`config.mk`:
```
export PLATFORM = sky130hd
export DESIGN_NAME = timer_capture_compare_pwm
export DESIGN_NICKNAME = d
export VERILOG_FILES = /design/src/common/timer_pkg.sv /design/src/verilog/timer_capture_compare_pwm.sv
export SDC_FILE = /design/constraint.sdc
export NUM_CORES = 1
export LEC_CHECK = 0
export ABC_AREA = 1
export BUFFER_PORTS_ARGS = -buffer_cell sky130_fd_sc_hd__clkbuf_2
export CAP_MARGIN = 0
export CORE_ASPECT_RATIO = 1.5
export CORE_MARGIN = 1
export CORE_UTILIZATION = 50
export DETAILED_ROUTE_END_ITERATION = 8
export GPL_TIMING_DRIVEN = 0
export PLACE_DENSITY_LB_ADDON = 0.25
export SLEW_MARGIN = 15
export SYNTH_ARGS = -nofsm -noshare
export SYNTH_HDL_FRONTEND = slang
export SYNTH_SLANG_ARGS = --single-unit
```
`constraint.sdc`:
```
create_clock -name core_clk -period 4.5 [get_ports core_clk]
set_input_delay 0 -clock core_clk [delete_from_list [all_inputs] [get_ports core_clk]]
set_output_delay 0 -clock core_clk [all_outputs]
set_load 0.01 [all_outputs]
```
`src/common/timer_pkg.sv`:
```
// Package with register map, field layouts and reset values of the capture/compare timer
package timer_pkg;

  // ****************************************************************
  // Register offsets
  // ****************************************************************
  localparam logic [4:0] OFF_CAPTURE_A = 5'h00;
  localparam logic [4:0] OFF_CAPTURE_B = 5'h04;
  localparam logic [4:0] OFF_COMPARE_A = 5'h08;
  localparam logic [4:0] OFF_COMPARE_B = 5'h0C;
  localparam logic [4:0] OFF_COUNTER = 5'h10;
  localparam logic [4:0] OFF_CONTROL_ONE = 5'h14;
  localparam logic [4:0] OFF_CONTROL_TWO = 5'h18;
  localparam logic [4:0] OFF_EVENT_FLAGS = 5'h1C;

  // ****************************************************************
  // Reset and special values
  // ****************************************************************
  localparam logic [15:0] COMPARE_RESET = 16'h8000;
  localparam logic [15:0] COUNTER_RELOAD = 16'hFFFC;
  localparam logic [15:0] COUNTER_MAX = 16'hFFFF;
  localparam logic [15:0] COUNTER_ZERO = 16'h0000;
  localparam logic [15:0] CONTROL_RESET = 16'h0000;
  localparam logic [15:0] FLAGS_RESET = 16'h0000;
  localparam logic [15:0] CAPTURE_RESET = 16'h0000;
  localparam logic [7:0] PRESCALE_RESET = 8'h00;

  // ****************************************************************
  // Field layouts
  // ****************************************************************
  typedef struct packed {
    logic enable;
    logic pulse_measure_mode;
    logic [1:0] reserved;
    logic force_level_b;
    logic force_level_a;
    logic output_level_b;
    logic output_level_a;
    logic compare_b_pin_dedicate;
    logic compare_a_pin_dedicate;
    logic one_pulse_mode;
    logic pwm_mode;
    logic capture_b_edge_select;
    logic capture_a_edge_select;
    logic ext_clock_edge_select;
    logic ext_clock_select;
  } control_one_t;

  typedef struct packed {
    logic capture_a_irq_enable;
    logic compare_a_irq_enable;
    logic overflow_irq_enable;
    logic capture_b_irq_enable;
    logic compare_b_irq_enable;
    logic [2:0] reserved;
    logic [7:0] prescale_factor;
  } control_two_t;

  typedef struct packed {
    logic capture_a_flag;
    logic compare_a_flag;
    logic overflow_flag;
    logic capture_b_flag;
    logic compare_b_flag;
    logic [10:0] reserved;
  } event_flags_t;

  typedef struct packed {
    logic capture_a;
    logic compare_a;
    logic overflow;
    logic capture_b;
    logic compare_b;
  } irq_lines_t;

endpackage

```
`src/verilog/timer_capture_compare_pwm.sv`:
```
// Design of the 16-bit capture/compare/PWM timer with its register port
// Operation
// - Compare A value, reset 8000h, matched against counter, drives compare A pin.
// - Compare B value, reset 8000h, matched against counter, drives compare B pin.
// - Counter reads current count; any write forces FFFCh; resets to FFFCh.
// - Control bit 15 gates counting; cleared holds the counter except on writes and capture A restarts.
// - Control bit 14 enables pulse measurement using capture pin A and both captures.
// - Writing 1 to control bit 11 drives output level B onto pin B.
// - Writing 1 to control bit 10 drives output level A onto pin A.
// - Output level B goes to pin B on match B; pin A in pulse/PWM modes.
// - Output level A goes to pin A on compare A match when dedicated.
// - Control bit 7 dedicates compare B pin to the timer.
// - Control bit 6 dedicates compare A pin to the timer.
// - Control bit 5: capture A edge triggers one pulse, length from compare A.
// - Control bit 4: PWM on pin A, pulse from compare A, period compare B.
// - Bits 3 and 2 pick capture edge for B and A; 1 rising.
// - Bit 1 picks external clock edge; 1 rising, 0 falling.
// - Bit 0 picks clock source: prescaled internal or external clock.
// - Second-control bits 15..11 enable five requests, each flag AND enable.
// - Prescale factor bits 7:0 divide internal clock by factor plus one.
// - Capture flags set on capture events, capture A's not on the first measuring edge; writing 0 clears, 1 keeps.
// - Compare A flag sets on match A, except in PWM and one-pulse modes.
// - Overflow flag sets on wrap FFFFh to 0000h; cleared by writing 0.
// - Compare B flag sets on match B, PWM mode included.
// - In PWM mode a compare B match reloads the counter with FFFCh.
// - One-pulse trigger reloads FFFCh; level B on pin A four ticks later.
`timescale 1ns/10ps

module timer_capture_compare_pwm
  import timer_pkg::*;
(
  // Clock and reset
  input wire logic core_clk,
  input wire logic rst,
  // Register port
  input wire logic [4:0] reg_addr,
  input wire logic reg_wr_en,
  input wire logic reg_rd_en,
  input wire logic [15:0] reg_wdata,
  output logic [15:0] reg_rdata,
  // Capture and clock pins
  input wire logic capture_a_pin,
  input wire logic capture_b_pin,
  input wire logic external_count_clock,
  // Compare pins
  output logic compare_a_pin_out,
  output logic compare_a_pin_oe,
  output logic compare_b_pin_out,
  output logic compare_b_pin_oe,
  // Interrupt requests
  output irq_lines_t irq_req
);

  // ****************************************************************
  // State
  // ****************************************************************
  logic [15:0] compare_a_reg;
  logic [15:0] compare_b_reg;
  logic [15:0] counter_reg;
  logic [15:0] counter_next;
  logic [15:0] capture_a_reg;
  logic [15:0] capture_b_reg;
  control_one_t control_one_reg;
  control_two_t control_two_reg;
  event_flags_t flags_reg;
  logic [7:0] presc_reg;
  logic cap_a_prev_reg;
  logic cap_b_prev_reg;
  logic ext_prev_reg;
  logic opm_armed_reg;
  logic measure_primed_reg;
  logic pin_a_reg;
  logic pin_b_reg;
  logic pin_a_oe_reg;
  logic pin_b_oe_reg;
  irq_lines_t irq_reg;
  logic [15:0] rdata_reg;

  // ****************************************************************
  // Decode and events
  // ****************************************************************
  logic wr_compare_a, wr_compare_b, wr_counter, wr_ctl_one, wr_ctl_two, wr_flags;
  logic presc_tick, ext_edge, tick;
  logic cap_a_edge, cap_b_src, cap_b_src_prev, cap_b_edge;
  logic match_a, match_b, wrap;
  logic opm_act, pwm_act;
  logic force_a_now, force_b_now;
  control_one_t wr_ctl;

  assign wr_compare_a = reg_wr_en && (reg_addr == OFF_COMPARE_A);
  assign wr_compare_b = reg_wr_en && (reg_addr == OFF_COMPARE_B);
  assign wr_counter = reg_wr_en && (reg_addr == OFF_COUNTER);
  assign wr_ctl_one = reg_wr_en && (reg_addr == OFF_CONTROL_ONE);
  assign wr_ctl_two = reg_wr_en && (reg_addr == OFF_CONTROL_TWO);
  assign wr_flags = reg_wr_en && (reg_addr == OFF_EVENT_FLAGS);
  assign wr_ctl = control_one_t'(reg_wdata);

  // Forcing is an action of the write itself, taken with the levels written alongside
  assign force_a_now = wr_ctl_one && wr_ctl.force_level_a;
  assign force_b_now = wr_ctl_one && wr_ctl.force_level_b;

  assign presc_tick = (presc_reg == control_two_reg.prescale_factor);
  assign ext_edge = control_one_reg.ext_clock_edge_select ? (external_count_clock && !ext_prev_reg)
                                                          : (!external_count_clock && ext_prev_reg);
  assign tick = control_one_reg.enable && (control_one_reg.ext_clock_select ? ext_edge : presc_tick);

  assign cap_a_edge = control_one_reg.capture_a_edge_select ? (capture_a_pin && !cap_a_prev_reg)
                                                            : (!capture_a_pin && cap_a_prev_reg);
  // Pulse measurement takes both captures from pin A
  assign cap_b_src = control_one_reg.pulse_measure_mode ? capture_a_pin : capture_b_pin;
  assign cap_b_src_prev = control_one_reg.pulse_measure_mode ? cap_a_prev_reg : cap_b_prev_reg;
  assign cap_b_edge = control_one_reg.capture_b_edge_select ? (cap_b_src && !cap_b_src_prev)
                                                            : (!cap_b_src && cap_b_src_prev);

  // With both modes set, forcing A selects one-pulse, otherwise PWM wins
  assign opm_act = control_one_reg.one_pulse_mode && (!control_one_reg.pwm_mode || control_one_reg.force_level_a);
  assign pwm_act = control_one_reg.pwm_mode && !opm_act;

  assign match_a = tick && (counter_reg == compare_a_reg);
  assign match_b = tick && (counter_reg == compare_b_reg);
  assign wrap = tick && (counter_reg == COUNTER_MAX) && !(pwm_act && match_b);

  // ****************************************************************
  // Counter and prescaler
  // ****************************************************************
  always_comb begin
    counter_next = counter_reg;
    if (wr_counter) begin
      counter_next = COUNTER_RELOAD;
    end else if (opm_act && cap_a_edge) begin
      counter_next = COUNTER_RELOAD;
    end else if (control_one_reg.pulse_measure_mode && cap_a_edge) begin
      counter_next = COUNTER_ZERO;
    end else if (tick) begin
      if (pwm_act && match_b) begin
        counter_next = COUNTER_RELOAD;
      end else begin
        counter_next = counter_reg + 16'h0001;
      end
    end
  end

  always_ff @(posedge core_clk or posedge rst) begin
    if (rst) begin
      counter_reg <= COUNTER_RELOAD;
    end else begin
      counter_reg <= counter_next;
    end
  end

  always_ff @(posedge core_clk or posedge rst) begin
    if (rst) begin
      presc_reg <= PRESCALE_RESET;
    end else if (!control_one_reg.enable || presc_tick) begin
      presc_reg <= PRESCALE_RESET;
    end else begin
      presc_reg <= presc_reg + 8'h01;
    end
  end

  // Inputs are synchronous; one stage of history is enough for edge detection
  always_ff @(posedge core_clk or posedge rst) begin
    if (rst) begin
      cap_a_prev_reg <= 1'b0;
      cap_b_prev_reg <= 1'b0;
      ext_prev_reg <= 1'b0;
    end else begin
      cap_a_prev_reg <= capture_a_pin;
      cap_b_prev_reg <= capture_b_pin;
      ext_prev_reg <= external_count_clock;
    end
  end

  // ****************************************************************
  // Software registers
  // ****************************************************************
  always_ff @(posedge core_clk or posedge rst) begin
    if (rst) begin
      compare_a_reg <= COMPARE_RESET;
      compare_b_reg <= COMPARE_RESET;
    end else begin
      if (wr_compare_a) begin
        compare_a_reg <= reg_wdata;
      end
      if (wr_compare_b) begin
        compare_b_reg <= reg_wdata;
      end
    end
  end

  always_ff @(posedge core_clk or posedge rst) begin
    if (rst) begin
      control_one_reg <= control_one_t'(CONTROL_RESET);
      control_two_reg <= control_two_t'(CONTROL_RESET);
    end else begin
      if (wr_ctl_one) begin
        control_one_reg <= wr_ctl;
        control_one_reg.reserved <= 2'h0;
      end
      if (wr_ctl_two) begin
        control_two_reg <= control_two_t'(reg_wdata);
        control_two_reg.reserved <= 3'h0;
      end
    end
  end

  // ****************************************************************
  // Captures and pulse measurement
  // ****************************************************************
  always_ff @(posedge core_clk or posedge rst) begin
    if (rst) begin
      capture_a_reg <= CAPTURE_RESET;
      capture_b_reg <= CAPTURE_RESET;
    end else begin
      if (cap_a_edge) begin
        capture_a_reg <= counter_reg;
      end
      if (cap_b_edge) begin
        capture_b_reg <= counter_reg;
      end
    end
  end

  // The first measuring edge only starts the count, so it raises no capture A flag
  always_ff @(posedge core_clk or posedge rst) begin
    if (rst) begin
      measure_primed_reg <= 1'b0;
    end else if (!control_one_reg.pulse_measure_mode) begin
      measure_primed_reg <= 1'b0;
    end else if (cap_a_edge) begin
      measure_primed_reg <= 1'b1;
    end
  end

  // ****************************************************************
  // Event flags: hardware set wins over a software clear
  // ****************************************************************
  always_ff @(posedge core_clk or posedge rst) begin
    if (rst) begin
      flags_reg <= event_flags_t'(FLAGS_RESET);
    end else begin
      flags_reg.capture_a_flag <= (cap_a_edge && (!control_one_reg.pulse_measure_mode || measure_primed_reg))
                                  || (flags_reg.capture_a_flag && !(wr_flags && !reg_wdata[15]));
      flags_reg.compare_a_flag <= (match_a && !pwm_act && !opm_act)
                                  || (flags_reg.compare_a_flag && !(wr_flags && !reg_wdata[14]));
      flags_reg.overflow_flag <= wrap
                                 || (flags_reg.overflow_flag && !(wr_flags && !reg_wdata[13]));
      flags_reg.capture_b_flag <= cap_b_edge
                                  || (flags_reg.capture_b_flag && !(wr_flags && !reg_wdata[12]));
      flags_reg.compare_b_flag <= match_b
                                  || (flags_reg.compare_b_flag && !(wr_flags && !reg_wdata[11]));
      flags_reg.reserved <= 11'h000;
    end
  end

  always_ff @(posedge core_clk or posedge rst) begin
    if (rst) begin
      irq_reg <= irq_lines_t'(5'h00);
    end else begin
      irq_reg.capture_a <= flags_reg.capture_a_flag && control_two_reg.capture_a_irq_enable;
      irq_reg.compare_a <= flags_reg.compare_a_flag && control_two_reg.compare_a_irq_enable;
      irq_reg.overflow <= flags_reg.overflow_flag && control_two_reg.overflow_irq_enable;
      irq_reg.capture_b <= flags_reg.capture_b_flag && control_two_reg.capture_b_irq_enable;
      irq_reg.compare_b <= flags_reg.compare_b_flag && control_two_reg.compare_b_irq_enable;
    end
  end

  // ****************************************************************
  // Compare pins
  // ****************************************************************
  // One-pulse: level B appears when FFFCh has stepped up to 0000h, four ticks on
  always_ff @(posedge core_clk or posedge rst) begin
    if (rst) begin
      opm_armed_reg <= 1'b0;
    end else if (!opm_act) begin
      opm_armed_reg <= 1'b0;
    end else if (cap_a_edge) begin
      opm_armed_reg <= 1'b1;
    end else if (tick && (counter_reg == COUNTER_MAX)) begin
      opm_armed_reg <= 1'b0;
    end
  end

  always_ff @(posedge core_clk or posedge rst) begin
    if (rst) begin
      pin_a_reg <= 1'b0;
    end else if (force_a_now) begin
      pin_a_reg <= wr_ctl.output_level_a;
    end else if (opm_act && opm_armed_reg && !cap_a_edge && tick && (counter_reg == COUNTER_MAX)) begin
      pin_a_reg <= control_one_reg.output_level_b;
    end else if (pwm_act && match_b) begin
      pin_a_reg <= control_one_reg.output_level_b;
    end else if (match_a) begin
      pin_a_reg <= control_one_reg.output_level_a;
    end
  end

  always_ff @(posedge core_clk or posedge rst) begin
    if (rst) begin
      pin_b_reg <= 1'b0;
    end else if (force_b_now) begin
      pin_b_reg <= wr_ctl.output_level_b;
    end else if (match_b && !pwm_act && !opm_act) begin
      pin_b_reg <= control_one_reg.output_level_b;
    end
  end

  // Undedicated pins stay general I/O, so the timer releases them
  always_ff @(posedge core_clk or posedge rst) begin
    if (rst) begin
      pin_a_oe_reg <= 1'b0;
      pin_b_oe_reg <= 1'b0;
    end else begin
      pin_a_oe_reg <= control_one_reg.compare_a_pin_dedicate;
      pin_b_oe_reg <= control_one_reg.compare_b_pin_dedicate;
    end
  end

  // ****************************************************************
  // Read port
  // ****************************************************************
  always_ff @(posedge core_clk or posedge rst) begin
    if (rst) begin
      rdata_reg <= 16'h0000;
    end else if (reg_rd_en) begin
      case (reg_addr)
        OFF_CAPTURE_A: rdata_reg <= capture_a_reg;
        OFF_CAPTURE_B: rdata_reg <= capture_b_reg;
        OFF_COMPARE_A: rdata_reg <= compare_a_reg;
        OFF_COMPARE_B: rdata_reg <= compare_b_reg;
        OFF_COUNTER: rdata_reg <= counter_reg;
        OFF_CONTROL_ONE: rdata_reg <= control_one_reg;
        OFF_CONTROL_TWO: rdata_reg <= control_two_reg;
        OFF_EVENT_FLAGS: rdata_reg <= flags_reg;
        default: rdata_reg <= 16'h0000;
      endcase
    end
  end

  assign reg_rdata = rdata_reg;
  assign compare_a_pin_out = pin_a_reg;
  assign compare_a_pin_oe = pin_a_oe_reg;
  assign compare_b_pin_out = pin_b_reg;
  assign compare_b_pin_oe = pin_b_oe_reg;
  assign irq_req = irq_reg;
endmodule // timer_capture_compare_pwm

```
Word level (Yosys, flattened, before mapping)
Cells that the tools add are included.
Word-level totals
  bits in registers: 150
  input port bits: 28
  output and inout port bits: 25
Operators by class
  add/sub/neg operators: 2
  eq/ne operators: 13
  multiplexer cells: 24
  reductions and logical operators: 83
Operators by type and width (number)
  one-hot mux 16 bit (8 select lines): 1
  two-way mux 16 bit: 5
  logical AND 1 bit: 48
  equality test 16 bit: 2
  logical NOT 1 bit: 23
  equality test 5 bit (second input constant): 4
  two-way mux 1 bit: 17
  adder 16 x 1 -> 16 bit (second input constant): 1
  equality test 16 bit (second input constant): 1
  equality test 5 x 4 -> 1 bit (second input constant): 2
  adder 8 x 1 -> 8 bit (second input constant): 1
  equality test 8 bit: 1
  logical OR 1 bit: 8
  two-way mux 8 bit: 1
  nonzero test 4 bit: 2
  equality test 5 x 3 -> 1 bit (second input constant): 1
  logical NOT 5 bit: 1
  inequality test 3 x 2 -> 1 bit (second input constant): 1
  inequality test 2 x 1 -> 1 bit (second input constant): 1
  nonzero test 2 bit: 1

Depth between registers and ports, before layout
Gate-level depths: netlist of the first run.
  depth after elaboration: 12
  depth in mapped cells: 16
  mapped depth without buffers: 15

Worst setup path before layout of the first run
No wires, ideal clock.
  path type: register -> register
  start point: register counter_reg[15]
  end point: register pin_a_reg (netlist: compare_a_pin_out)
  library setup time: 121 ps
  data arrival time: 1523 ps
  required time: 4379 ps
  setup slack: 2856 ps
  cell stages (with the launch flop): 17
  period minus slack after synthesis: 1644 ps
  cell sequence: dfstp_2 > buf_6 > inv_4 > nand2_2 > nand2_1 > inv_1 > nand2_1 > nor2_1 > nand2_1 > nor2_4 > nand4_4 > nand2_1 > nand2_1 > nand2_1 > inv_1 > nand2_1 > nand2_1
Between the ends
  word-level cells in the longest chain between the ends: 6
  elaborated cells between the ends (all ways): 11
  those cells by class: eq/ne (3); mux (3); reduce/logical (5)
RTL lines
  from (decl): RTL line timer_capture_compare_pwm.sv:59  | logic [15:0] counter_reg;
  from (signal assigned): RTL line timer_capture_compare_pwm.sv:147  | counter_reg <= counter_next;
  equality test 16 bit: RTL line timer_capture_compare_pwm.sv:120  | assign match_b = tick && (counter_reg == compare_b_reg);
  logical AND 1 bit: RTL line timer_capture_compare_pwm.sv:120
  logical AND 1 bit: RTL line timer_capture_compare_pwm.sv:291  | end else if (pwm_act && match_b) begin
  two-way mux 1 bit: RTL line timer_capture_compare_pwm.sv:291
  two-way mux 1 bit: RTL line timer_capture_compare_pwm.sv:289  | end else if (opm_act && opm_armed_reg && !cap_a_edge && tick && (counter_reg == COUNTER_MAX)) begin
  two-way mux 1 bit: RTL line timer_capture_compare_pwm.sv:287  | end else if (force_a_now) begin
  to (signal assigned): RTL line timer_capture_compare_pwm.sv:288  | pin_a_reg <= wr_ctl.output_level_a;
  to (signal assigned): RTL line timer_capture_compare_pwm.sv:290  | pin_a_reg <= control_one_reg.output_level_b;
  to (signal assigned): RTL line timer_capture_compare_pwm.sv:292  | pin_a_reg <= control_one_reg.output_level_b;
  to (decl): RTL line timer_capture_compare_pwm.sv:72  | logic pin_a_reg;
Several ways; a longest one is shown, not always the timed one.
A chain may end at the register's enable or synchronous reset.

Worst setup path after layout of the first run
  start point: register control_one_reg[14] (netlist name)
  end point: register capture_b_reg[5]
Between the ends
  word-level cells in the longest chain between the ends: 4
  elaborated cells between the ends (all ways): 7
  those cells by class: mux (3); reduce/logical (4)
RTL lines
  from (decl): RTL line timer_capture_compare_pwm.sv:63  | control_one_t control_one_reg;
  from (signal assigned): RTL line timer_capture_compare_pwm.sv:193  | control_one_reg <= control_one_t'(CONTROL_RESET);
  from (signal assigned): RTL line timer_capture_compare_pwm.sv:197  | control_one_reg <= wr_ctl;
  two-way mux 1 bit (on tied branches): RTL line timer_capture_compare_pwm.sv:110, timer_capture_compare_pwm.sv:111
  logical NOT 1 bit (on tied branches): RTL line timer_capture_compare_pwm.sv:113, timer_capture_compare_pwm.sv:112
  logical AND 1 bit (on tied branches): RTL line timer_capture_compare_pwm.sv:113, timer_capture_compare_pwm.sv:112
  two-way mux 1 bit (*): RTL line timer_capture_compare_pwm.sv:112  | assign cap_b_edge = control_one_reg.capture_b_edge_select ? (cap_b_src && !cap_b_src_prev)
  to (signal assigned): RTL line timer_capture_compare_pwm.sv:219  | capture_b_reg <= counter_reg;
  to (decl): RTL line timer_capture_compare_pwm.sv:62  | logic [15:0] capture_b_reg;
Mark *: on every way between the ends. The rest lies on a longest branch, timed or not.

==> results of run 1 <==
==> area by class of cell <==
class	instances	area (um2)
plain buffers	39	259
clock buffers	22	474
clock inverters	10	120
fillers	1405	6030
inverters	144	553
multi-input cells	621	3190
flip-flops and latches	150	3770
well taps	199	249
repair buffers	73	493
==> cell usage after synthesis (2+ instances only) <==
| cell type | number |
|---|---|
| nand2_1 | 279 |
| dfrtp_1 | 134 |
| o21ai_0 | 126 |
| inv_1 | 124 |
| nor2_1 | 30 |
| xnor2_1 | 20 |
| inv_2 | 17 |
| o22ai_1 | 17 |
| dfstp_2 | 16 |
| nand3_1 | 16 |
| a21oi_1 | 15 |
| clkbuf_1 | 13 |
| buf_2 | 12 |
| buf_6 | 12 |
| nand2_2 | 11 |
| o21ai_1 | 11 |
| xor2_1 | 11 |
| nand4_1 | 10 |
| o211ai_2 | 9 |
| o211ai_1 | 8 |
| o2111ai_1 | 6 |
| nand3_2 | 5 |
| nor2_2 | 5 |
| o221ai_1 | 5 |
| o31ai_1 | 5 |
| nor3_1 | 4 |
| nor2_4 | 3 |
| o21ai_2 | 3 |
| a221oi_1 | 2 |
| buf_4 | 2 |
| ha_1 | 2 |
| inv_4 | 2 |
| nand2_4 | 2 |
| nor3b_1 | 2 |
| nor4_1 | 2 |
| or2_2 | 2 |
==> worst max-delay path: cells and delay by family (launching register included) <==
family / cells / cell delay, ns
buffers and inverters: 2 / 0.75
DFF: 1 / 0.59
and+or+nand+nor: 2 / 0.40
AOI/OAI and AO/OA: 3 / 0.35
==> worst max path at each step <==
stage	cells past startpoint	from	to
2_1_floorplan	1	rst	cap_a_prev_reg
6_report	7	control_one_reg[14]	capture_b_reg[5]
4_1_cts	8	counter_reg[12]	flags_reg[14]
3_3_place_gp	2	rst	compare_b_pin_oe
3_5_place_dp	6	control_one_reg[14]	capture_b_reg[15]
5_1_grt	7	control_one_reg[14]	capture_b_reg[5]
==> cells in the final DEF, fill, tap and decap left out, types with 6 or more instances in the layout <==
cell type      instances
clkbuf_16             17
inv_2                 17
nor2_1                30
buf_6                 12
nand2_2               11
xor2_1                11
o2111ai_1              6
nand4_1               10
nand2_1              279
xnor2_1               20
o211ai_1               8
o21ai_0              126
o21ai_1               11
o211ai_2               9
dfrtp_1              134
inv_1                123
o22ai_1               17
dfstp_2               16
nand3_1               16
buf_2                 12
a21oi_1               15
clkbuf_1              15
clkbuf_2              51
dlygate4sd3_1         21
==> cell families after synthesis <==
group                    after synthesis  share of synthesized area
AO/OA/AOI/OAI                        211                      0.162
buffers and inverters                183                      0.104
XOR/XNOR                              31                     0.0349
flip-flops                           150                      0.486
adder cells (fa/ha/maj)                2                    0.00322
AND/OR/NAND/NOR                      377                      0.211
==> power groups by stage <==
| stage | registers, mW | clock network (mW) | logic [mW] |
|---|---|---|---|
| finish | 1.96 | 1.44 | 1.46 |
| global route | 2.00 | 1.50 | 1.60 |
| CTS | 1.96 | 1.45 | 1.43 |
| detailed placement | 1.98 | 0 | 1.41 |
| global placement | 1.97 | 0 | 1.38 |
| floorplan | 1.91 | 0 | 1.02 |
==> through the flow <==
step | total power [mW] | area [um2] | instances
after floorplan | 2.93 | 7770 | 954
after global placement | 3.35 | 8270 | 1204
after detailed placement | 3.38 | 8310 | 1205
after CTS | 4.83 | 9110 | 1258
after global routing | 5.09 | 9110 | 1258
final | 4.86 | 9110 | 1258
==> metal layers <==
metal / share of wire / up-vias
met2: 0.48 / 311
met5: 0 / -
met1: 0.38 / 3293
met4: 0.073 / 0
met3: 0.058 / 95
li1: - / 3245
==> run_results.csv, run 1 <==
group,metric,value,unit
outcome,status,"finished clean",
global_routing,antenna_found_initial,0,
global_routing,groute.layer.met1.usage,0.370,
critical_path,cp.arrival,2.53,ns
cts,tritoncts_num_sinks,150,
power_and_ir_drop,seqPwrFrac,0.404,
floorplan,rows,55,
logic_synthesis,netlist_instances,954,
timing,timing.final.crit_share,0.485,
critical_path,critPathMaxFanout,10,
timing,layout_setup_ws,2.32,ns
global_routing,grtUsageMet3,0.0518,
layout,design.final.nets,1076,
power_and_ir_drop,intPower,3.11,mW
detailed_routing,initialDrtViolationCount,451,
cts,buffer_levels_on_the_longest_clock_path,2,
cts,cts_root_buf,"clkbuf_16",
layout,drive_gt1_frac,0.179,
timing,worst_slew_margin_rel,0.583,
critical_path,critPathCaptureType,"flop",
critical_path,reg2regPathDepth,7,
critical_path,endpoint_of_the_worst_register_to_register_path,"capture_b_reg[5]",
logic_synthesis,netlist.area_leader.share,0.432,
global_routing,number_of_global_route_vias_before_repair,6873,
power_and_ir_drop,power.density_cell_area,533,nW/um2
worst_hold_path,worst_hold_path.endpoint,"compare_b_reg[15]",
detailed_routing,postRouteWirelength,24.0,mm
cts,clk_latency,0.43,ns
power_and_ir_drop,p_leak,4.41,nW
detailed_routing,wl_per_cell,19.1,um
global_routing,wire_length_of_the_first_global_routing_pass,37.7,mm
logic_synthesis,synthesis.yosys.warnings,0,
cts,cts-buffers-inserted,17,
timing,worst_clock_skew,0.00821,ns
floorplan,io_pins,53,
logic_synthesis,cell_accounting_for_the_most_synthesized_area,"dfrtp_1",
timing,max_freq,458,MHz
worst_hold_path,launch_instance_of_the_worst_min_delay_path,"reg_wr_en",
logic_synthesis,synth_cell_type_count,47,
timing,hold_vio_cnt_final,0,
worst_hold_path,hold_path.class,"input pin to flop",
placement,port_buffers,51,
power_and_ir_drop,clkPwrFrac,0.297,
detailed_routing,first_pass_iters,5,
flow_run,drv_cap,0,
floorplan,design.die.area,16100,um2
timing,worst_slew_pin_slew,0.625,ns
floorplan,initial_core_util,0.513,
power_and_ir_drop,vdd_drop_max,0.248,mV
cts,number_of_buffers_inserted_by_hold_repair_at_cts,21,
global_routing,gr-total-overflow,0,
layout,antenna_cells,0,
logic_synthesis,ys_ff_latch,150,
timing,setup_viol,0,
cts,htree_num_levels,4,
logic_synthesis,syn-num-nets,984,
power_and_ir_drop,comb_power_share,0.299,
logic_synthesis,sequential_share_of_the_synthesized_area,0.486,
power_and_ir_drop,p_switching,1.75,mW
critical_path,critical_path_required,4.85,ns
timing,finalWorstPathRequiredPeriod,2.18,ns
logic_synthesis,post_synth_arst_share,1.00,
critical_path,worstPathCellList,"inv_1 -> o21ai_0 -> o211ai_1 -> nand2_1 -> clkbuf_1 -> nand2_1 -> o21ai_0",
critical_path,start_kind,"flop",
floorplan,die_width,104,um
critical_path,worst-setup-path-type,"flop to flop",
detailed_routing,via_per_inst,5.52,
cts,cts_repair_resize_count,0,
timing,tns,0,ns
cts,path_clk_slew,0.06,ns
cts,cts_setup_buffers,0,
global_routing,grt.met2_usage,0.521,
placement,detailed_place_hpwl,17.7,mm
critical_path,slowest_delay,0.59,ns
timing,grt_setup_unrepaired,"false",
layout,layout.core_utilization,0.602,
global_routing,grt_most_used_layer,"met2",
critical_path,crit-reg2reg-launch,"control_one_reg[14]",
detailed_routing,drc_errors,0,
logic_synthesis,synth.cell_area,7770,um2
worst_hold_path,holdPathStages,4,
logic_synthesis,syn_avg_cell_area,8.14,um2
logic_synthesis,yosys-top-cells-area,"dfrtp_1 43%, nand2_1 13%, o21ai_0 8.1%, inv_1 6.0%, dfstp_2 5.4%",
placement,routabilityCongestion,0.953,
floorplan,dieHeight,155,um
critical_path,reg2reg_slack,2.32,ns
detailed_routing,antenna_violating_nets_post_route,0,
cts,tritoncts,"done",
detailed_routing,dr_total_vias,6944,
timing,timing.hold.ws,0.142,ns
global_routing,grt_max_degree,90,
logic_synthesis,count_of_flip_flops_with_a_built_in_enable_after_synthesis,0,
power_and_ir_drop,power.switching_fraction,0.359,
global_routing,grt.total_usage,0.315,
critical_path,critical_path.slowest_cell,"dfrtp_1",
timing,report.final.slew_viol_count,0,
layout,area_growth,17.3,%
floorplan,coreArea,15100,um2
placement,post-place-ws,2.44,ns
logic_synthesis,postSynth.topFlopCell,"dfrtp_1",
Note: power is estimated with default switching activity, not from simulation.
==> run 2: changes to the inputs <==
Settings changed: ABC_AREA 1 to 0.
Clock period 4.5 ns to 2.1 ns, I/O delays scaled along.
==> run_results.csv, run 2 <==
group,metric,value,unit
outcome,status,"finished with violations",
outcome,violations,"negative setup slack",
global_routing,number_of_global_route_vias_before_repair,6273,
timing,timing.hold.ws,0.119,ns
logic_synthesis,dominant_combinational_cell_family_by_area_after_synthesis,"multiplexers",
critical_path,cp.arrival,2.58,ns
floorplan,coreArea,14600,um2
placement,routabilityCongestion,0.926,
logic_synthesis,count_of_flip_flops_with_a_built_in_enable_after_synthesis,0,
cts,path_clk_slew,0.07,ns
floorplan,design.die.area,15500,um2
detailed_routing,dr_total_vias,6195,
logic_synthesis,synthesis.yosys.warnings,0,
worst_hold_path,holdPathStages,4,
detailed_routing,via_per_inst,6.20,
global_routing,grtUsageMet3,0.0532,
critical_path,critPathMaxFanout,9,
power_and_ir_drop,intPower,6.37,mW
placement,detailed_place_hpwl,15.9,mm
power_and_ir_drop,seqPwrFrac,0.416,
layout,fillers,1132,
detailed_routing,first_pass_iters,6,
critical_path,worstPathCellList,"xnor2_1 -> nand4_1 -> nor4_4 -> buf_4 -> and2_4 -> buf_8 -> buf_12 -> nor3_4 -> o31ai_2",
power_and_ir_drop,p_leak,4.21,nW
detailed_routing,initialDrtViolationCount,501,
critical_path,worst-setup-path-type,"flop to flop",
layout,most_used_cells_in_the_layout_excluding_fill_and_tap_cells,"133 x dfrtp_1, 87 x mux2_2, 54 x clkbuf_2, 46 x nand2_1, 37 x buf_4",
logic_synthesis,yosys-top-cells-area,"dfrtp_1 45%, mux2_2 13%, dfstp_2 5.6%, xor2_1 3.1%, nand2_1 2.3%",
logic_synthesis,synth-adder-area-share,0.00333,
timing,timing.final.crit_share,1.06,
logic_synthesis,ys_ff_latch,150,
logic_synthesis,post-synth-top-count-cell,"dfrtp_1",
placement,placed_cells_incl_taps,914,
timing,worst_clock_skew,0.00829,ns
timing,worst_slew_pin_slew,0.944,ns
timing,layout_setup_ws,-0.131,ns
timing,worst_slew_margin_rel,0.366,
critical_path,endpoint_of_the_worst_register_to_register_path,"counter_reg[4]",
layout,seq_area,3770,um2
global_routing,gr-total-overflow,0,
cts,tritoncts_num_sinks,150,
logic_synthesis,cell_accounting_for_the_most_synthesized_area,"dfrtp_1",
cts,htree_num_levels,4,
detailed_routing,drc_errors,0,
layout,design.final.nets,821,
global_routing,wire_length_of_the_first_global_routing_pass,35.0,mm
critical_path,reg2regPathDepth,9,
critical_path,critical_path.slowest_cell,"dfstp_2",
power_and_ir_drop,clkPwrFrac,0.352,
worst_hold_path,launch_instance_of_the_worst_min_delay_path,"reg_addr[4]",
logic_synthesis,synth.cell_area,7520,um2
timing,grt_setup_unrepaired,"true",
timing,tns,-1.22,ns
logic_synthesis,postSynth.topFlopCell,"dfrtp_1",
worst_hold_path,worst_hold_path.endpoint,"control_one_reg[14]",
power_and_ir_drop,power.switching_fraction,0.315,
timing,max_freq,448,MHz
global_routing,grt_most_used_layer,"met2",
floorplan,io_pins,53,
worst_hold_path,hold_path.class,"input pin to flop",
placement,placed_cell_area,8100,um2
logic_synthesis,multiplexer_share_of_the_synthesized_area,0.138,
placement,post-place-ws,-0.522,ns
layout,final_common_cell,"dfrtp_1",
global_routing,antenna_found_initial,0,
floorplan,die_width,102,um
critical_path,crit_buf_inv,3,
layout,multiInputGateArea,3530,um2
layout,post_layout_nonfiller_instances,1000,
layout,antenna_cells,0,
floorplan,rows,54,
critical_path,critPathLaunch,"counter_reg[10]",
timing,finalWorstPathRequiredPeriod,2.23,ns
critical_path,crit_family,"flip-flops",
global_routing,grt.total_usage,0.309,
logic_synthesis,synthXorXnorAreaFrac,0.0566,
logic_synthesis,netlist.area_leader.share,0.446,
layout,drive_gt1_frac,0.373,
cts,cts-buffers-inserted,17,
detailed_routing,postRouteWirelength,23.1,mm
flow_run,drv_cap,0,
layout,cell_area_after_layout,9430,um2
logic_synthesis,post_synth_arst_share,1.00,
logic_synthesis,synth-compound-area-share,0.136,
logic_synthesis,syn_avg_cell_area,11.3,um2
timing,report.final.slew_viol_count,0,
critical_path,critical_path_required,2.44,ns
logic_synthesis,netlist_instances,664,
placement,port_buffers,50,
logic_synthesis,synth-simple-area-share,0.117,
critical_path,crit-reg2reg-launch,"counter_reg[10]",
detailed_routing,wl_per_cell,23.1,um
cts,cts_root_buf,"clkbuf_16",
layout,layout.core_utilization,0.646,
timing,setup_viol,13,
critical_path,start_kind,"flop",
power_and_ir_drop,p_switching,2.92,mW
critical_path,critPathCaptureType,"flop",
critical_path,slowest_delay,0.66,ns
critical_path,reg2reg_slack,-0.13,ns
power_and_ir_drop,vdd_drop_max,0.691,mV
cts,buffer_levels_on_the_longest_clock_path,2,
global_routing,grt.met2_usage,0.496,
logic_synthesis,syn-num-nets,694,
logic_synthesis,synth_cell_type_count,66,
logic_synthesis,sequential_share_of_the_synthesized_area,0.502,
global_routing,groute.layer.met1.usage,0.360,
cts,tritoncts,"done",
cts,clk_latency,0.43,ns
power_and_ir_drop,comb_power_share,0.232,
global_routing,grt_max_degree,36,
layout,area_growth,25.5,%
power_and_ir_drop,power.total,9.29,mW
floorplan,dieHeight,152,um
logic_synthesis,netlist_top_cells_count,"134 x dfrtp_1, 87 x mux2_2, 47 x nand2_1",
power_and_ir_drop,power.density_cell_area,985,nW/um2
detailed_routing,antenna_violating_nets_post_route,0,
timing,hold_vio_cnt_final,0,
floorplan,initial_core_util,0.515,
[run 2: cell count changes after synthesis, moves of 9 or more]
cell      delta
a22oi_1     +15
a222oi_1    +16
inv_1      -101
and2_1       +9
mux2_2      +87
o21ai_0     -96
and3_1      +15
nand2_1    -232
xor2_1      +16
o211ai_2     -9
inv_2       -17
nand2_2     -10
[run 2: area by class of cell]
class,count,area share
repair buffers,113,0.0910
multi-input cells,443,0.375
clock buffers,17,0.0451
well taps,196,0.0260
flip-flops and latches,150,0.400
inverters,23,0.00955
plain buffers,43,0.0317
clock inverters,15,0.0220
[run 2: worst max-delay path by stage]
stage	slack (ns)	cells past startpoint	to
after global routing	-0.19	10	counter_reg[10]
after detailed placement	-0.52	7	counter_reg[7]
after CTS	-0.09	10	counter_reg[4]
after global placement	-0.59	2	compare_a_pin_oe
after floorplan	0.02	8	compare_a_pin_out
final	-0.13	9	counter_reg[4]
[run 2: logic make-up after synthesis]
logic type | Yosys count
buffers and inverters | 71
AOI/OAI and AO/OA | 138
adders and majority gates | 2
xor gates and xnor gates | 46
DFF | 150
muxes | 93
and+or+nand+nor | 164
[run 2: power groups by stage]
stage               Clock, mW  Sequential [mW]  Combinational, mW
floorplan                   0             3.70               1.27
CTS                      3.29             3.84               1.97
global placement            0             3.80               1.70
detailed placement          0             3.83               1.77
finish                   3.27             3.87               2.16
global route             3.42             3.90               2.28
[run 2: layer usage]
metal / vias to the layer above / routed length [um]
met1: 3044 / 8190
met3: 116 / 1400
met2: 354 / 11500
met4: 0 / 1970
met5: - / 0
li1: 2681 / -
[run 2: what timing repair did]
item | 4_1_cts | 5_1_grt
resized for setup | 29 | 25
hold buffers | 21 | 0
setup endpoints to repair | 43 | 28
endpoints found under the hold margin | 139 | 0
pin swaps | 12 | 7
setup buffers | 22 | 14
gates cloned | 2 | 0
[run 2: tightest hold or removal path: cells and delay by family]
kind / cells / cell delay [ns]
mux: 1 / 0.15
simple gates: 2 / 0.26
buf+inv: 1 / 0.11
==> run 3: changes to the inputs <==
Settings changed: PLACE_DENSITY set to 0.68, PLACE_DENSITY_LB_ADDON 0.25 to not set.
==> run_results.csv, run 3 (synthesis gave the netlist of run 2 again) <==
group,metric,value,unit
critical_path,crit_buf_inv,2,
critical_path,critical_path.slowest_cell,"dfstp_2",
timing,hold_vio_cnt_final,0,
floorplan,dieHeight,152,um
detailed_routing,via_per_inst,6.11,
placement,placed_cell_area,8100,um2
timing,worst_slew_margin_rel,0.314,
global_routing,groute.layer.met1.usage,0.356,
detailed_routing,wl_per_cell,23.2,um
power_and_ir_drop,comb_power_share,0.241,
timing,setup_viol,15,
critical_path,worst-setup-path-type,"flop to flop",
placement,post-place-ws,-0.457,ns
cts,buffer_levels_on_the_longest_clock_path,2,
timing,grt_setup_unrepaired,"true",
cts,cts_root_buf,"clkbuf_16",
detailed_routing,dr_total_vias,6106,
power_and_ir_drop,p_switching,2.93,mW
global_routing,number_of_global_route_vias_before_repair,6332,
outcome,status,"finished with violations",
placement,routabilityCongestion,0.904,
flow_run,drv_cap,0,
placement,port_buffers,50,
layout,most_used_cells_in_the_layout_excluding_fill_and_tap_cells,"132 x dfrtp_1, 87 x mux2_2, 53 x clkbuf_2, 46 x nand2_1, 32 x buf_4",
detailed_routing,first_pass_iters,8,
detailed_routing,antenna_violating_nets_post_route,0,
critical_path,critPathMaxFanout,6,
detailed_routing,postRouteWirelength,23.2,mm
power_and_ir_drop,p_leak,4.17,nW
layout,area_growth,25.6,%
timing,finalWorstPathRequiredPeriod,2.24,ns
global_routing,grt_most_used_layer,"met2",
critical_path,crit_family,"simple AND/OR/NAND/NOR gates",
power_and_ir_drop,power.density_cell_area,942,nW/um2
cts,path_clk_slew,0.06,ns
layout,post_layout_nonfiller_instances,999,
floorplan,die_width,102,um
placement,detailed_place_hpwl,15.9,mm
detailed_routing,drc_errors,0,
worst_hold_path,hold_path.class,"input pin to flop",
timing,worst_slew_pin_slew,1.02,ns
cts,cts-buffers-inserted,17,
layout,design.final.nets,820,
floorplan,io_pins,53,
outcome,violations,"negative setup slack",
power_and_ir_drop,intPower,5.97,mW
power_and_ir_drop,power.total,8.90,mW
layout,final_common_cell,"dfrtp_1",
layout,drive_gt1_frac,0.382,
power_and_ir_drop,clkPwrFrac,0.328,
critical_path,cp.arrival,2.56,ns
timing,max_freq,447,MHz
layout,cell_area_after_layout,9450,um2
floorplan,coreArea,14600,um2
layout,antenna_cells,0,
global_routing,wire_length_of_the_first_global_routing_pass,35.0,mm
timing,timing.final.crit_share,1.07,
placement,placed_cells_incl_taps,914,
critical_path,slowest_delay,0.60,ns
global_routing,gr-total-overflow,0,
floorplan,design.die.area,15500,um2
power_and_ir_drop,seqPwrFrac,0.431,
global_routing,grt.total_usage,0.311,
timing,report.final.slew_viol_count,0,
cts,htree_num_levels,4,
timing,layout_setup_ws,-0.138,ns
critical_path,start_kind,"flop",
critical_path,worstPathCellList,"xnor2_1 -> nand4_1 -> nor4_4 -> buf_6 -> and2_4 -> buf_8 -> nor3_1 -> o41ai_2",
global_routing,grtUsageMet3,0.0674,
cts,tritoncts_num_sinks,150,
cts,tritoncts,"done",
critical_path,critPathCaptureType,"flop",
power_and_ir_drop,vdd_drop_max,0.612,mV
timing,timing.hold.ws,0.118,ns
cts,clk_latency,0.43,ns
global_routing,grt_max_degree,38,
floorplan,rows,54,
global_routing,grt.met2_usage,0.499,
timing,worst_clock_skew,0.00630,ns
global_routing,antenna_found_initial,0,
power_and_ir_drop,power.switching_fraction,0.329,
critical_path,critical_path_required,2.42,ns
detailed_routing,initialDrtViolationCount,445,
floorplan,initial_core_util,0.515,
run 3: power groups by stage:
stage / Combinational, mW / Clock [mW] / Sequential (mW)
6_report: 2.14 / 2.92 / 3.84
5_1_grt: 2.27 / 3.05 / 3.88
4_1_cts: 2.03 / 2.95 / 3.82
3_5_place_dp: 1.78 / 0 / 3.82
3_3_place_gp: 1.71 / 0 / 3.79
2_1_floorplan: 1.27 / 0 / 3.70
run 3: path summary, 6_finish.rpt:
path / startpoint / slack, ns / to / cells after the start
setup reg to reg: counter_reg[10] / -0.14 / counter_reg[6] / 8
min in group asynchronous: rst / 0.16 / counter_reg[0] / 3
setup / recovery: counter_reg[10] / -0.14 / counter_reg[6] / 8
hold reg to reg: control_one_reg[6] / 0.42 / compare_a_pin_oe / 0
max in group asynchronous: rst / 1.12 / compare_b_reg[15] / 5
hold / removal: reg_addr[4] / 0.12 / control_one_reg[14] / 4
run 3: stage by stage:
step,util,TNS [ns]
final,0.647,-1.31
after global routing,0.647,-2.51
after CTS,0.640,-0.993
after detailed placement,0.555,-17.89
after global placement,0.549,-104.88
after floorplan,-,0
run 3: area by class of cell:
class                      instances  area [um2]
buffer                            43         298
clock buffer                      17         425
clock inverter                    15         134
fill                            1174        5150
inverter                          23        90.1
multi-input combinational        443        3600
sequential                       150        3780
tap                              196         245
timing repair buffer             112         878
run 3: timing repair:
item | 4_1_cts | 5_1_grt
buffers inserted | 29 | 6
endpoints found under the hold margin | 115 | 0
cloned | 3 | 0
resized for setup | 47 | 25
hold buffers | 21 | 0
pin swaps | 20 | 23
setup endpoints to repair | 45 | 20
run 3: worst reg2reg max path: cells and delay by family, from the launching register on:
| family | cells | cell delay, ns |
|---|---|---|
| AND/OR/NAND/NOR | 4 | 0.77 |
| flip-flops | 1 | 0.60 |
| AO/OA/AOI/OAI | 1 | 0.33 |
| buffers and inverters | 2 | 0.29 |
| XOR/XNOR | 1 | 0.13 |
run 3: layer usage:
layer	vias up	wire length (um)
li1	2674	-
met1	3041	8220
met2	301	11600
met3	90	1610
met4	0	1760
met5	-	0
